## config.mk

```make
export PLATFORM = sky130hd
export DESIGN_NAME = pmc_power_mode_controller
export DESIGN_NICKNAME = d
export VERILOG_FILES = /design/src/pmc_pkg.sv /design/src/pmc_power_mode_controller.sv
export SDC_FILE = /design/constraint.sdc
export NUM_CORES = 1
export LEC_CHECK = 0
export BUFFER_PORTS_ARGS = -buffer_cell sky130_fd_sc_hd__clkbuf_2
export CORE_UTILIZATION = 55
export DETAILED_ROUTE_END_ITERATION = 12
export HOLD_SLACK_MARGIN = 0.08
export PLACE_DENSITY = 0.81
export SETUP_SLACK_MARGIN = 0.3
export SLEW_MARGIN = 5
export SYNTH_ARGS = -nofsm -noshare
export SYNTH_HDL_FRONTEND = slang
export SYNTH_SLANG_ARGS = --single-unit
```

## constraint.sdc

```tcl
create_clock -name i_clk_sys -period 4.4 [get_ports i_clk_sys]
set_input_delay 0.44 -clock i_clk_sys [delete_from_list [all_inputs] [get_ports i_clk_sys]]
set_output_delay 0.44 -clock i_clk_sys [all_outputs]
set_load 0.03 [all_outputs]
```

## src/pmc_pkg.sv

```systemverilog
// Package for the power mode controller: register map, field positions,
// reset values and the mode state type. Assumes a single 50 MHz clock.
package pmc_pkg;

	// Register offsets on the plain register port
	localparam logic [3:0] ADDR_CONTROL = 4'h0;
	localparam logic [3:0] ADDR_STATUS  = 4'h2;

	// Control register field positions
	localparam int BIT_PSAVE = 0;
	localparam int BIT_IDLE  = 1;
	localparam int BIT_HALT  = 2;
	localparam int BIT_WBLP  = 3;
	localparam int BIT_MDIS  = 4;
	localparam int BIT_PDIS  = 5;

	// Reset values
	localparam logic [7:0] CONTROL_RESET = 8'h00;

	// Clock gating handshake: cycles between stopping system clock and oscillators
	localparam int GATE_TIME_NS   = 40;
	localparam int CLK_PERIOD_NS  = 20;
	localparam int GATE_CYCLES    = (GATE_TIME_NS + CLK_PERIOD_NS - 1) / CLK_PERIOD_NS;

	// Power modes
	typedef enum logic [2:0]
	{
		ST_ACTIVE,
		ST_PSAVE,
		ST_IDLE,
		ST_HALT_STOP,
		ST_HALT,
		ST_WAKE_OSC,
		ST_WAKE_PLL
	} pmc_state_type;

endpackage

```

## src/pmc_power_mode_controller.sv

```systemverilog
// Power mode controller: Active, Power Save, Idle and Halt sequencing.
// Assumes clock stability flags and wake-up/wait strobes arrive asynchronously.
`timescale 1ns/1ns

// Function
// Power-save write with wait bit clear starts Power Save entry immediately.
// Power-save write with wait bit set defers entry to WAIT.
// Immediate case: power-save bit reads set only after entry completes.
// Deferred case: power-save bit reads set at once on write.
// Software clears power-save bit; wake-up clears it too.
// Idle bit with wait bit set enters Idle at WAIT, only from Active.
// Idle bit set/clear by software, cleared by wake-up.
// Halt bit with wait bit set enters Halt at WAIT.
// Halt stops system clock first, then PLL and oscillator.
// Wake in Halt restarts oscillator; halt bit clears once stable.
// Wait bit 0 immediate transitions; 1 holds until WAIT.
// With wait bit set, oscillator/PLL disable only after low-power entry.
// Main-clock-disable stops oscillator in Power Save; Active ignores it.
// Wake-up clears the main-clock-disable bit.
// PLL off in Power Save when disabled; on when clear and not powered down.
// Wake-up clears the PLL-disable bit.
// Software sets both disable bits before Idle or Halt.
// No entry to low-power modes while low-frequency flag is 0.
// No switch to Active while main oscillator flag is 0.
// PLL flag 1 when stable or disabled; unstable PLL blocks Active.
// Status upper 5 bits zero; low three bits show live clock state.
// Wake-up stays latched until interrupt acknowledge or reset.
// Wake: clear osc disable, wait osc, clear PLL disable, wait PLL, Active.
// Wake-up sources are NMI and the wake-up input unit.
// Software clears power-save; bit changes only after Active reached.
// One state machine; one low-power indication at most; Active after reset.
module pmc_power_mode_controller
(
	// Clock and reset
	input  wire logic       i_clk_sys,
	input  wire logic       i_sys_rst,
	// Register port
	input  wire logic [3:0] i_reg_addr,
	input  wire logic [7:0] i_reg_wdata,
	input  wire logic       i_reg_wr,
	input  wire logic       i_reg_rd,
	output logic      [7:0] o_reg_rdata,
	// CPU events
	input  wire logic       i_cpu_wait,
	input  wire logic       i_int_ack,
	// Wake-up sources
	input  wire logic       i_nmi,
	input  wire logic       i_wakeup_input_unit,
	// Clock source status
	input  wire logic       i_low_freq_stable,
	input  wire logic       i_main_osc_stable,
	input  wire logic       i_pll_locked,
	input  wire logic       i_pll_power_down,
	// Clock controls and wake-up pending flag
	output logic            o_sys_clk_en,
	output logic            o_sys_clk_slow,
	output logic            o_main_osc_en,
	output logic            o_pll_en,
	output logic            o_wakeup_pending
);

	// Synchronised asynchronous inputs
	logic [6:0] sync1_q;
	logic [6:0] sync2_q;
	logic       s_wait;
	logic       s_ack;
	logic       s_wake;
	logic       s_lf_ok;
	logic       s_mo_ok;
	logic       s_pll_lock;
	logic       s_pll_pd;

	// State and registers
	pmc_pkg::pmc_state_type state_q;
	logic       psave_q;
	logic       idle_q;
	logic       halt_q;
	logic       wblp_q;
	logic       mdis_q;
	logic       pdis_q;
	logic       ps_pend_q;
	logic       wake_q;
	logic [1:0] gate_cnt_q;
	logic       pll_stable;
	logic       wr_ctl;
	logic       wake_done;
	logic       low_power;
	logic       go_ps_now;
	logic       go_wait;

	// Two-stage synchroniser for the CPU event, wake-up and clock status pins
	always_ff @(posedge i_clk_sys)
	begin
		if (i_sys_rst)
		begin
			sync1_q <= 7'h00;
			sync2_q <= 7'h00;
		end
		else
		begin
			sync1_q <= {i_cpu_wait, i_int_ack, i_nmi | i_wakeup_input_unit,
				i_low_freq_stable, i_main_osc_stable, i_pll_locked, i_pll_power_down};
			sync2_q <= sync1_q;
		end
	end

	// Synchronised views
	assign s_wait     = sync2_q[6];
	assign s_ack      = sync2_q[5];
	assign s_wake     = sync2_q[4];
	assign s_lf_ok    = sync2_q[3];
	assign s_mo_ok    = sync2_q[2];
	assign s_pll_lock = sync2_q[1];
	assign s_pll_pd   = sync2_q[0];

	// PLL flag reads stable whenever the PLL is not running
	assign pll_stable = s_pll_lock | ~o_pll_en;

	assign wr_ctl    = i_reg_wr && (i_reg_addr == pmc_pkg::ADDR_CONTROL);
	assign low_power = (state_q != pmc_pkg::ST_ACTIVE);
	// Immediate power-save request
	assign go_ps_now = ps_pend_q && !wblp_q && s_lf_ok;
	// WAIT-triggered entry
	assign go_wait   = s_wait && wblp_q && s_lf_ok && !wake_q;
	// Wake done only once the PLL enable has settled, so a stale flag cannot pass
	assign wake_done = (state_q == pmc_pkg::ST_WAKE_PLL) && (o_pll_en != s_pll_pd)
		&& pll_stable && s_mo_ok;

	// Wake-up latch held until acknowledge
	always_ff @(posedge i_clk_sys)
	begin
		if (i_sys_rst)
			wake_q <= 1'b0;
		else if (s_wake)
			wake_q <= 1'b1;
		else if (s_ack)
			wake_q <= 1'b0;
	end

	// Mode state machine
	always_ff @(posedge i_clk_sys)
	begin
		if (i_sys_rst)
		begin
			state_q    <= pmc_pkg::ST_ACTIVE;
			gate_cnt_q <= 2'd0;
		end
		else
		begin
			case (state_q)
				pmc_pkg::ST_ACTIVE:
				begin
					if (go_wait && halt_q)
					begin
						state_q    <= pmc_pkg::ST_HALT_STOP;
						gate_cnt_q <= 2'(pmc_pkg::GATE_CYCLES);
					end
					else if (go_wait && idle_q)
						state_q <= pmc_pkg::ST_IDLE;
					else if (go_wait && psave_q)
						state_q <= pmc_pkg::ST_PSAVE;
					else if (go_ps_now)
						state_q <= pmc_pkg::ST_PSAVE;
				end
				pmc_pkg::ST_HALT_STOP:
				begin
					// System clock already stopped; count before oscillators go
					if (gate_cnt_q == 2'd0)
						state_q <= pmc_pkg::ST_HALT;
					else
						gate_cnt_q <= gate_cnt_q - 2'd1;
				end
				pmc_pkg::ST_PSAVE:
				begin
					if (wake_q)
						state_q <= pmc_pkg::ST_WAKE_OSC;
					else if (wr_ctl && !i_reg_wdata[pmc_pkg::BIT_PSAVE])
						state_q <= pmc_pkg::ST_WAKE_OSC;
				end
				pmc_pkg::ST_IDLE, pmc_pkg::ST_HALT:
				begin
					if (wake_q)
						state_q <= pmc_pkg::ST_WAKE_OSC;
				end
				pmc_pkg::ST_WAKE_OSC:
				begin
					if (s_mo_ok)
						state_q <= pmc_pkg::ST_WAKE_PLL;
				end
				pmc_pkg::ST_WAKE_PLL:
				begin
					if (wake_done)
						state_q <= pmc_pkg::ST_ACTIVE;
				end
				default:
					state_q <= pmc_pkg::ST_ACTIVE;
			endcase
		end
	end

	// Control bits: mode requests and indications
	always_ff @(posedge i_clk_sys)
	begin
		if (i_sys_rst)
		begin
			psave_q   <= pmc_pkg::CONTROL_RESET[pmc_pkg::BIT_PSAVE];
			idle_q    <= pmc_pkg::CONTROL_RESET[pmc_pkg::BIT_IDLE];
			halt_q    <= pmc_pkg::CONTROL_RESET[pmc_pkg::BIT_HALT];
			ps_pend_q <= 1'b0;
		end
		else if (wake_done)
		begin
			// Indications drop once Active is reached
			psave_q   <= 1'b0;
			idle_q    <= 1'b0;
			halt_q    <= 1'b0;
			ps_pend_q <= 1'b0;
		end
		else if (state_q == pmc_pkg::ST_ACTIVE && go_ps_now)
		begin
			psave_q   <= 1'b1;
			ps_pend_q <= 1'b0;
		end
		else if (wr_ctl && !low_power)
		begin
			// One request at a time; halt over idle over power save
			halt_q <= i_reg_wdata[pmc_pkg::BIT_HALT];
			idle_q <= i_reg_wdata[pmc_pkg::BIT_IDLE] && !i_reg_wdata[pmc_pkg::BIT_HALT];
			if (!i_reg_wdata[pmc_pkg::BIT_PSAVE] || i_reg_wdata[pmc_pkg::BIT_HALT]
				|| i_reg_wdata[pmc_pkg::BIT_IDLE])
			begin
				psave_q   <= 1'b0;
				ps_pend_q <= 1'b0;
			end
			else if (!psave_q)
			begin
				if (i_reg_wdata[pmc_pkg::BIT_WBLP])
					psave_q <= 1'b1;
				else
					ps_pend_q <= 1'b1;
			end
		end
	end

	// Wait bit and clock disable bits
	always_ff @(posedge i_clk_sys)
	begin
		if (i_sys_rst)
		begin
			wblp_q <= pmc_pkg::CONTROL_RESET[pmc_pkg::BIT_WBLP];
			mdis_q <= pmc_pkg::CONTROL_RESET[pmc_pkg::BIT_MDIS];
			pdis_q <= pmc_pkg::CONTROL_RESET[pmc_pkg::BIT_PDIS];
		end
		else if (state_q == pmc_pkg::ST_WAKE_OSC || (low_power && wake_q))
		begin
			mdis_q <= 1'b0;
			if (state_q == pmc_pkg::ST_WAKE_OSC && s_mo_ok)
				pdis_q <= 1'b0;
		end
		else if (wr_ctl)
		begin
			wblp_q <= i_reg_wdata[pmc_pkg::BIT_WBLP];
			mdis_q <= i_reg_wdata[pmc_pkg::BIT_MDIS];
			pdis_q <= i_reg_wdata[pmc_pkg::BIT_PDIS];
		end
	end

	// Clock gating outputs, all registered
	always_ff @(posedge i_clk_sys)
	begin
		if (i_sys_rst)
		begin
			o_sys_clk_en     <= 1'b1;
			o_sys_clk_slow   <= 1'b0;
			o_main_osc_en    <= 1'b1;
			o_pll_en         <= 1'b1;
			o_wakeup_pending <= 1'b0;
		end
		else
		begin
			o_wakeup_pending <= wake_q;
			o_sys_clk_en     <= (state_q == pmc_pkg::ST_ACTIVE)
				|| (state_q == pmc_pkg::ST_PSAVE) || (state_q == pmc_pkg::ST_WAKE_OSC)
				|| (state_q == pmc_pkg::ST_WAKE_PLL);
			o_sys_clk_slow   <= low_power;
			case (state_q)
				pmc_pkg::ST_ACTIVE:
				begin
					o_main_osc_en <= 1'b1;
					o_pll_en      <= !s_pll_pd;
				end
				pmc_pkg::ST_PSAVE:
				begin
					o_main_osc_en <= !mdis_q;
					o_pll_en      <= !pdis_q && !s_pll_pd;
				end
				pmc_pkg::ST_HALT_STOP:
				begin
					o_main_osc_en <= 1'b1;
					o_pll_en      <= !s_pll_pd;
				end
				pmc_pkg::ST_WAKE_OSC:
				begin
					o_main_osc_en <= 1'b1;
					o_pll_en      <= !pdis_q && !s_pll_pd;
				end
				pmc_pkg::ST_WAKE_PLL:
				begin
					o_main_osc_en <= 1'b1;
					o_pll_en      <= !s_pll_pd;
				end
				default:
				begin
					o_main_osc_en <= 1'b0;
					o_pll_en      <= 1'b0;
				end
			endcase
		end
	end

	// Read data, valid in the cycle after the read strobe
	always_ff @(posedge i_clk_sys)
	begin
		if (i_sys_rst)
			o_reg_rdata <= 8'h00;
		else if (i_reg_rd)
		begin
			if (i_reg_addr == pmc_pkg::ADDR_CONTROL)
				o_reg_rdata <= {2'b00, pdis_q, mdis_q, wblp_q, halt_q, idle_q, psave_q};
			else if (i_reg_addr == pmc_pkg::ADDR_STATUS)
				o_reg_rdata <= {5'b00000, pll_stable, s_mo_ok, s_lf_ok};
			else
				o_reg_rdata <= 8'h00;
		end
		else
			o_reg_rdata <= 8'h00;
	end

	// Low-power entry refused without stable low-frequency clock
	a_lf_entry_guard: assert property (@(posedge i_clk_sys) disable iff (i_sys_rst)
		($rose(low_power) && state_q != pmc_pkg::ST_WAKE_OSC) |-> $past(s_lf_ok))
		else $error("low-power entry without stable slow clock");

	// Active only reached with main oscillator stable
	a_active_osc_ok: assert property (@(posedge i_clk_sys) disable iff (i_sys_rst)
		($past(state_q) == pmc_pkg::ST_WAKE_PLL && state_q == pmc_pkg::ST_ACTIVE)
		|-> $past(s_mo_ok) && $past(pll_stable))
		else $error("active entered with unstable clock");

	// Halt stops system clock before oscillators
	a_halt_clk_order: assert property (@(posedge i_clk_sys) disable iff (i_sys_rst)
		$fell(o_main_osc_en) && state_q == pmc_pkg::ST_HALT |-> !$past(o_sys_clk_en))
		else $error("oscillator stopped before system clock");

	// Immediate request sets bit only with entry
	a_psave_immediate: assert property (@(posedge i_clk_sys) disable iff (i_sys_rst)
		(wr_ctl && i_reg_wdata[pmc_pkg::BIT_PSAVE] && !i_reg_wdata[pmc_pkg::BIT_WBLP]
		&& state_q == pmc_pkg::ST_ACTIVE && !psave_q && !ps_pend_q) |=> !psave_q)
		else $error("power-save bit set before entry");

	// Deferred request sets bit at once
	a_psave_deferred: assert property (@(posedge i_clk_sys) disable iff (i_sys_rst)
		(wr_ctl && i_reg_wdata[pmc_pkg::BIT_PSAVE] && i_reg_wdata[pmc_pkg::BIT_WBLP]
		&& !i_reg_wdata[pmc_pkg::BIT_HALT] && !i_reg_wdata[pmc_pkg::BIT_IDLE]
		&& state_q == pmc_pkg::ST_ACTIVE) |=> psave_q)
		else $error("deferred power-save bit not set on write");

	// At most one mode indication
	a_one_mode_bit: assert property (@(posedge i_clk_sys) disable iff (i_sys_rst)
		$onehot0({psave_q, idle_q, halt_q}))
		else $error("more than one mode bit set");

	// Wake-up in low power clears main disable
	a_wake_clears_mdis: assert property (@(posedge i_clk_sys) disable iff (i_sys_rst)
		(state_q == pmc_pkg::ST_WAKE_OSC) |=> !mdis_q)
		else $error("main-clock-disable not cleared on wake");

	// Wake latch held until acknowledge
	a_wake_latched: assert property (@(posedge i_clk_sys) disable iff (i_sys_rst)
		(wake_q && !s_ack) |=> wake_q)
		else $error("wake-up latch dropped early");

	// Active ignores the oscillator disable bit
	a_active_osc_on: assert property (@(posedge i_clk_sys) disable iff (i_sys_rst)
		(state_q == pmc_pkg::ST_ACTIVE) |=> o_main_osc_en)
		else $error("oscillator off in active mode");

	// Active only after the PLL enable has settled
	a_pll_settled: assert property (@(posedge i_clk_sys) disable iff (i_sys_rst)
		($past(state_q) == pmc_pkg::ST_WAKE_PLL && state_q == pmc_pkg::ST_ACTIVE)
		|-> $past(o_pll_en) != $past(s_pll_pd))
		else $error("active entered before PLL enable settled");

endmodule

```

======== Word level (Yosys, flattened, before mapping) ========
Cells that the tools add are included.
word-level totals
  flip-flop bits (word level) ............. 40
  input port bits ......................... 24
  output and inout bits ................... 13
  logic and storage cells ................. 132
cells by class
  add/subtract/negate cells ............... 1
  eq/ne operators ......................... 19
  mux-type cells .......................... 31
  bitwise operators ....................... 6
  reduce and logical (&&, ||, !) cells .... 56
operator list
  kind                                                                     count
  3-bit 2-to-1 mux                                                         11
  1-bit logical AND                                                        19
  3-bit one-hot mux with 6 select lines                                    1
  1-bit 2-to-1 mux                                                         13
  2-bit inequality test, second input constant                             6
  2-bit OR reduction                                                       5
  3-bit equality test, second input constant                               3
  3-bit OR reduction                                                       3
  1-bit zero test                                                          8
  2-bit nonzero test                                                       4
  3-bit by 2-bit equality test with 1-bit output, second input constant    2
  1-bit logical OR                                                         6
  6-bit 2-to-1 mux                                                         1
  2-bit by 1-bit inequality test with 1-bit output, second input constant  3
  2-bit AND reduction                                                      3
  3-bit AND reduction                                                      2
  6-bit AND reduction                                                      1
  5-bit inequality test, second input constant                             1
  4-bit by 2-bit equality test with 1-bit output, second input constant    1
  4-bit zero test                                                          1
  2-bit 2-to-1 mux                                                         2
  1-bit NOT                                                                4
  1-bit one-hot mux with 2 select lines                                    2
  2-bit one-hot mux with 2 select lines                                    1
  9 further kinds                                                          10

======== Depth between registers and ports, before layout ========
  depth after elaboration ................. 8
  depth in mapped cells ................... 6
  depth with buffers taken out ............ 6

======== Worst setup path before layout ========
Ideal clock, no wire load.
  path type ............................... input port to flip-flop
  start ................................... input i_reg_addr[1]
  end ..................................... register idle_q
  setup time .............................. 0.066 ns
  arrival time ............................ 1.422 ns
  required time ........................... 4.334 ns
  setup slack ............................. 2.911 ns
  stages on the path ...................... 5
  path buffers ............................ 1
  path through ............................ buf_2 nor2b_2 nand4_2 or3b_1 a21oi_2
on the way
  word-level cells in the longest chain between the ends .. 4
RTL lines
  what                                  RTL line                          source
  from (decl)                           pmc_power_mode_controller.sv:38   input wire logic [3:0] i_reg_addr,
  4-bit zero test                       pmc_power_mode_controller.sv:119  assign wr_ctl = i_reg_wr && (i_reg_addr == pmc_pkg::ADDR_CONTROL);
  1-bit logical AND                     pmc_power_mode_controller.sv:119
  1-bit logical AND                     pmc_power_mode_controller.sv:224  else if (wr_ctl && !low_power)
  2-bit AND reduction (no source line)  n/a
  to (signal assigned)                  pmc_power_mode_controller.sv:207  idle_q <= pmc_pkg::CONTROL_RESET[pmc_pkg::BIT_IDLE];
  to (signal assigned)                  pmc_power_mode_controller.sv:228  idle_q <= i_reg_wdata[pmc_pkg::BIT_IDLE] && !i_reg_wdata[pmc_pkg::BIT_HALT];
  to (decl)                             pmc_power_mode_controller.sv:76   logic idle_q;
Every way passes these cells.
A chain may end at the register's enable or synchronous reset.

======== Final worst setup path ========
  start ................................... register state_q[2]
  end ..................................... register idle_q
on the way
  word-level cells in the longest chain between the ends .. 5
  elaborated cells between the ends (all ways) .. 12
  classes of those cells .................. eq/ne (1); bitwise (1); reduce/logical (10)
RTL lines
  what                                 RTL line                          source
  from (decl)                          pmc_power_mode_controller.sv:74   pmc_pkg::pmc_state_type state_q;
  from (signal assigned)               pmc_power_mode_controller.sv:145  state_q <= pmc_pkg::ST_ACTIVE;
  from (signal assigned)               pmc_power_mode_controller.sv:155  state_q <= pmc_pkg::ST_HALT_STOP;
  from (signal assigned)               pmc_power_mode_controller.sv:159  state_q <= pmc_pkg::ST_IDLE;
  3-bit equality test                  pmc_power_mode_controller.sv:126  assign wake_done = (state_q == pmc_pkg::ST_WAKE_PLL) && (o_pll_en != s_pll_pd)
  1-bit logical AND                    pmc_power_mode_controller.sv:126
  1-bit logical AND (2 in a row)       pmc_power_mode_controller.sv:127  && pll_stable && s_mo_ok;
  2-bit OR reduction (no source line)  n/a
Several ways; a longest one is shown, not always the timed one.

==> metrics.txt <==
result of the run complete, but fails checks; violated checks DRC; number of detailed-routing iterations run before antenna repair 8; highest cell delay on the worst timing path 550 ps; sequential share of power 60.1%; Placer Congestion about 0.90; Synth async-reset ratio 0%; via count of the first global-routing pass around 1.2k; worst hold margin 311.6 ps; nature of the critical path startpoint flop; share of layout cells above drive strength 1 about a fifth; Clk pin slew, worst setup/hold paths 110 ps; total DRC errors in the routed layout 11; max-capacitance violation count 0; CP top delay family simple AND/OR/NAND/NOR gates; diode insertion count for antenna repair 0; Max rail drop VDD 0.2317 mV; Cell variety after synth 47; Post-CTS Hold Buffers 0; total half-perimeter wirelength after legalization and detailed placement around 2.3 mm; post-route clock period utilization 39.59%; netlist area before placement 0.001665 mm²; cell-by-cell listing of the critical path nor3_4 -> nand4_2 -> or3b_1 -> a21oi_2; power dissipated by switching net loads 0.1556 mW; post-synthesis cell count 177; final critical-path setup slack 2658 ps; final-report hold violation count 0; H-tree levels 2; area growth from synthesis to layout 11.50%; peak fanout along the critical path 21; most common cell after layout, fill and taps aside sky130_fd_sc_hd__dfxtp_1; DP Cell Count 229; average wire length per cell after detail routing 13.54 µm; kind of capture point of the worst setup path flop; power density cells ~330 mW/mm²; maximum number of pins on one net before global-route repair 33; starting utilization of the core area 59.37%; clock tree root buffer cell sky130_fd_sc_hd__clkbuf_4; Sw Ratio 25.32%; number of post-CTS setup repair buffers 0; CP bufs+invs 0; Setup Skew between 10 and 15 ps; Worst slew margin 52.55%; leading cell types in the layout, fill and taps excluded sky130_fd_sc_hd__dfxtp_1, sky130_fd_sc_hd__clkbuf_2, sky130_fd_sc_hd__nor2b_1; Final Routed Wirelength 3.181 mm; crit path max-delay cell type sky130_fd_sc_hd__dfxtp_1; die extent in x 57.03 µm; clock latency of the later-clocked register in the worst-skew pair between 300 and 400 ps; final number of max-transition violations 0; NumNets Final 230; antenna viol nets, final 0; die outline area 0.003252 mm²; worst setup timing slack at the placement stage 2698 ps; floorplan core area 0.002805 mm²; transition time at the pin with the least slew margin between 700 and 800 ps; Combinational Power Share a little under an eighth; CTS sink cnt 38; number of fill cells 248; clock buffers created by TritonCTS 5; total cell area at the placement stage 0.001805 mm²; number of register bits inferred by synthesis 38; initial drt markers 55; per-cell via count in the routed design 5.826; total of endpoints with negative setup slack in the final report 0; Clk network pwr share 28.5%; setup TNS 0 ps; Die Y-Extent 57.03 µm; Fmax between 0.5 and 0.6 GHz; Critical Setup Path Class reg -> reg; post-route cell area about 0.0019 mm²; Total Routing Usage GR 21.80%; EDFF count, synth 0; Resized Gates After CTS 0; gr ovfl total 0; utilization after layout about two thirds; internal power summed over all cells 0.4587 mW; overall via count from detail_route 1369; row count 19; final std cells w/o fill 235; ys flop type sky130_fd_sc_hd__dfxtp_1; wire length of the first global-routing pass 5.340 mm; Arrival @ worst endpoint a little over 2000 ps; TritonCTS clock tree built; Max Root-Sink Buffers 2; class of the tightest hold or removal check in -> reg; setup repair after global routing missed its margin false; sequential fraction of the synthesis area 45.68%; antenna violations before repair 0; leakage dissipation 0.7392 nW; PortBufs 32; I/O pin count 37; Worst Path Required 4690 ps; warning count from the yosys run 0; Syn Area/Cell 9.409 µm²; post-layout min period 1742 ps; Pwr Total 0.6142 mW
## worst paths after layout
kind,from,depth (start not counted),endpoint,slack [ps]
worst max-delay path,state_q[2],4,idle_q,2660
worst min-delay path,i_int_ack,2,sync1_q[5],310
worst max register to register,state_q[2],4,idle_q,2660
worst min register to register,sync1_q[0],1,sync2_q[0],440
## metal layers
layer / vias up / global-route usage, % / part of all wire (%) / wire (µm)
met3: 11 / 8.390 / 7.6 / 241
met1: 627 / 25.11 / 43 / 1353
li1: 675 / - / - / -
met5: - / 0 / 0 / 0
met2: 56 / 34.62 / 48 / 1512
met4: 0 / 12.54 / 2.3 / 74
## cells by family after synthesis
logic type,synth area share [%]
buffers and inverters,4.883
AND/OR/NAND/NOR,27.42
multiplexers,4.208
adder cells (fa/ha/maj),0.7512
other,0.2252
AO/OA/AOI/OAI,16.83
flip-flops,45.68
## final cells by class
type / count / area [µm²] / area share, %
multi-input combinational: 123 / 827.0 / 44.54
sequential: 38 / 760.7 / 40.97
timing repair buffer: 32 / 160.2 / 8.625
clock buffer: 6 / 51.30 / 2.763
tap: 31 / 38.79 / 2.089
inverter: 5 / 18.77 / 1.011
## cells in the mapped netlist (2+ instances only)
master / n / area [µm²]
sky130_fd_sc_hd__dfxtp_1: 38 / 760.7
sky130_fd_sc_hd__nor2b_1: 19 / 118.9
sky130_fd_sc_hd__nor2_1: 16 / 60.06
sky130_fd_sc_hd__mux2i_1: 7 / 70.07
sky130_fd_sc_hd__clkbuf_1: 6 / 22.52
sky130_fd_sc_hd__nand2_1: 6 / 22.52
sky130_fd_sc_hd__a21oi_1: 5 / 25.02
sky130_fd_sc_hd__and2_1: 5 / 31.28
sky130_fd_sc_hd__inv_1: 5 / 18.77
sky130_fd_sc_hd__nand2b_1: 5 / 31.28
sky130_fd_sc_hd__a211o_1: 4 / 35.03
sky130_fd_sc_hd__nand3b_1: 4 / 30.03
sky130_fd_sc_hd__o211ai_1: 4 / 30.03
sky130_fd_sc_hd__o21ai_0: 4 / 20.02
sky130_fd_sc_hd__a211oi_1: 3 / 22.52
sky130_fd_sc_hd__a31oi_1: 3 / 18.77
sky130_fd_sc_hd__nand3_1: 3 / 15.01
sky130_fd_sc_hd__and4b_1: 2 / 20.02
sky130_fd_sc_hd__buf_2: 2 / 10.01
sky130_fd_sc_hd__buf_4: 2 / 15.01
sky130_fd_sc_hd__nand4_1: 2 / 12.51
sky130_fd_sc_hd__nand4b_1: 2 / 17.52
sky130_fd_sc_hd__nor3_4: 2 / 32.53
sky130_fd_sc_hd__nor3b_1: 2 / 15.01
sky130_fd_sc_hd__o21a_1: 2 / 15.01
sky130_fd_sc_hd__o21ai_1: 2 / 10.01
sky130_fd_sc_hd__o21bai_1: 2 / 15.01
## worst register-to-register path: cells and delay by family (launching register included)
kind / cells / cell delay, ps
AOI/OAI and AO/OA: 1 / 140
DFF: 1 / 550
and+or+nand+nor: 3 / 1010
## power groups by stage
stage	clock, mW	sequential, mW	combinational (mW)
after floorplan	0	0.372	0.0577
after global placement	0	0.376	0.0680
after detailed placement	0	0.377	0.0698
after CTS	0.180	0.369	0.0704
after global routing	0.193	0.371	0.0783
final	0.175	0.369	0.0703
## state kept, by name, indices dropped and copies added (netlist names), 2 cells and up
| signal | count |
|---|---|
| o_reg_rdata | 6 |
| sync2_q | 7 |
| sync1_q | 7 |
| gate_cnt_q | 2 |
| state_q | 3 |
Power figures use the tool's default switching activity.
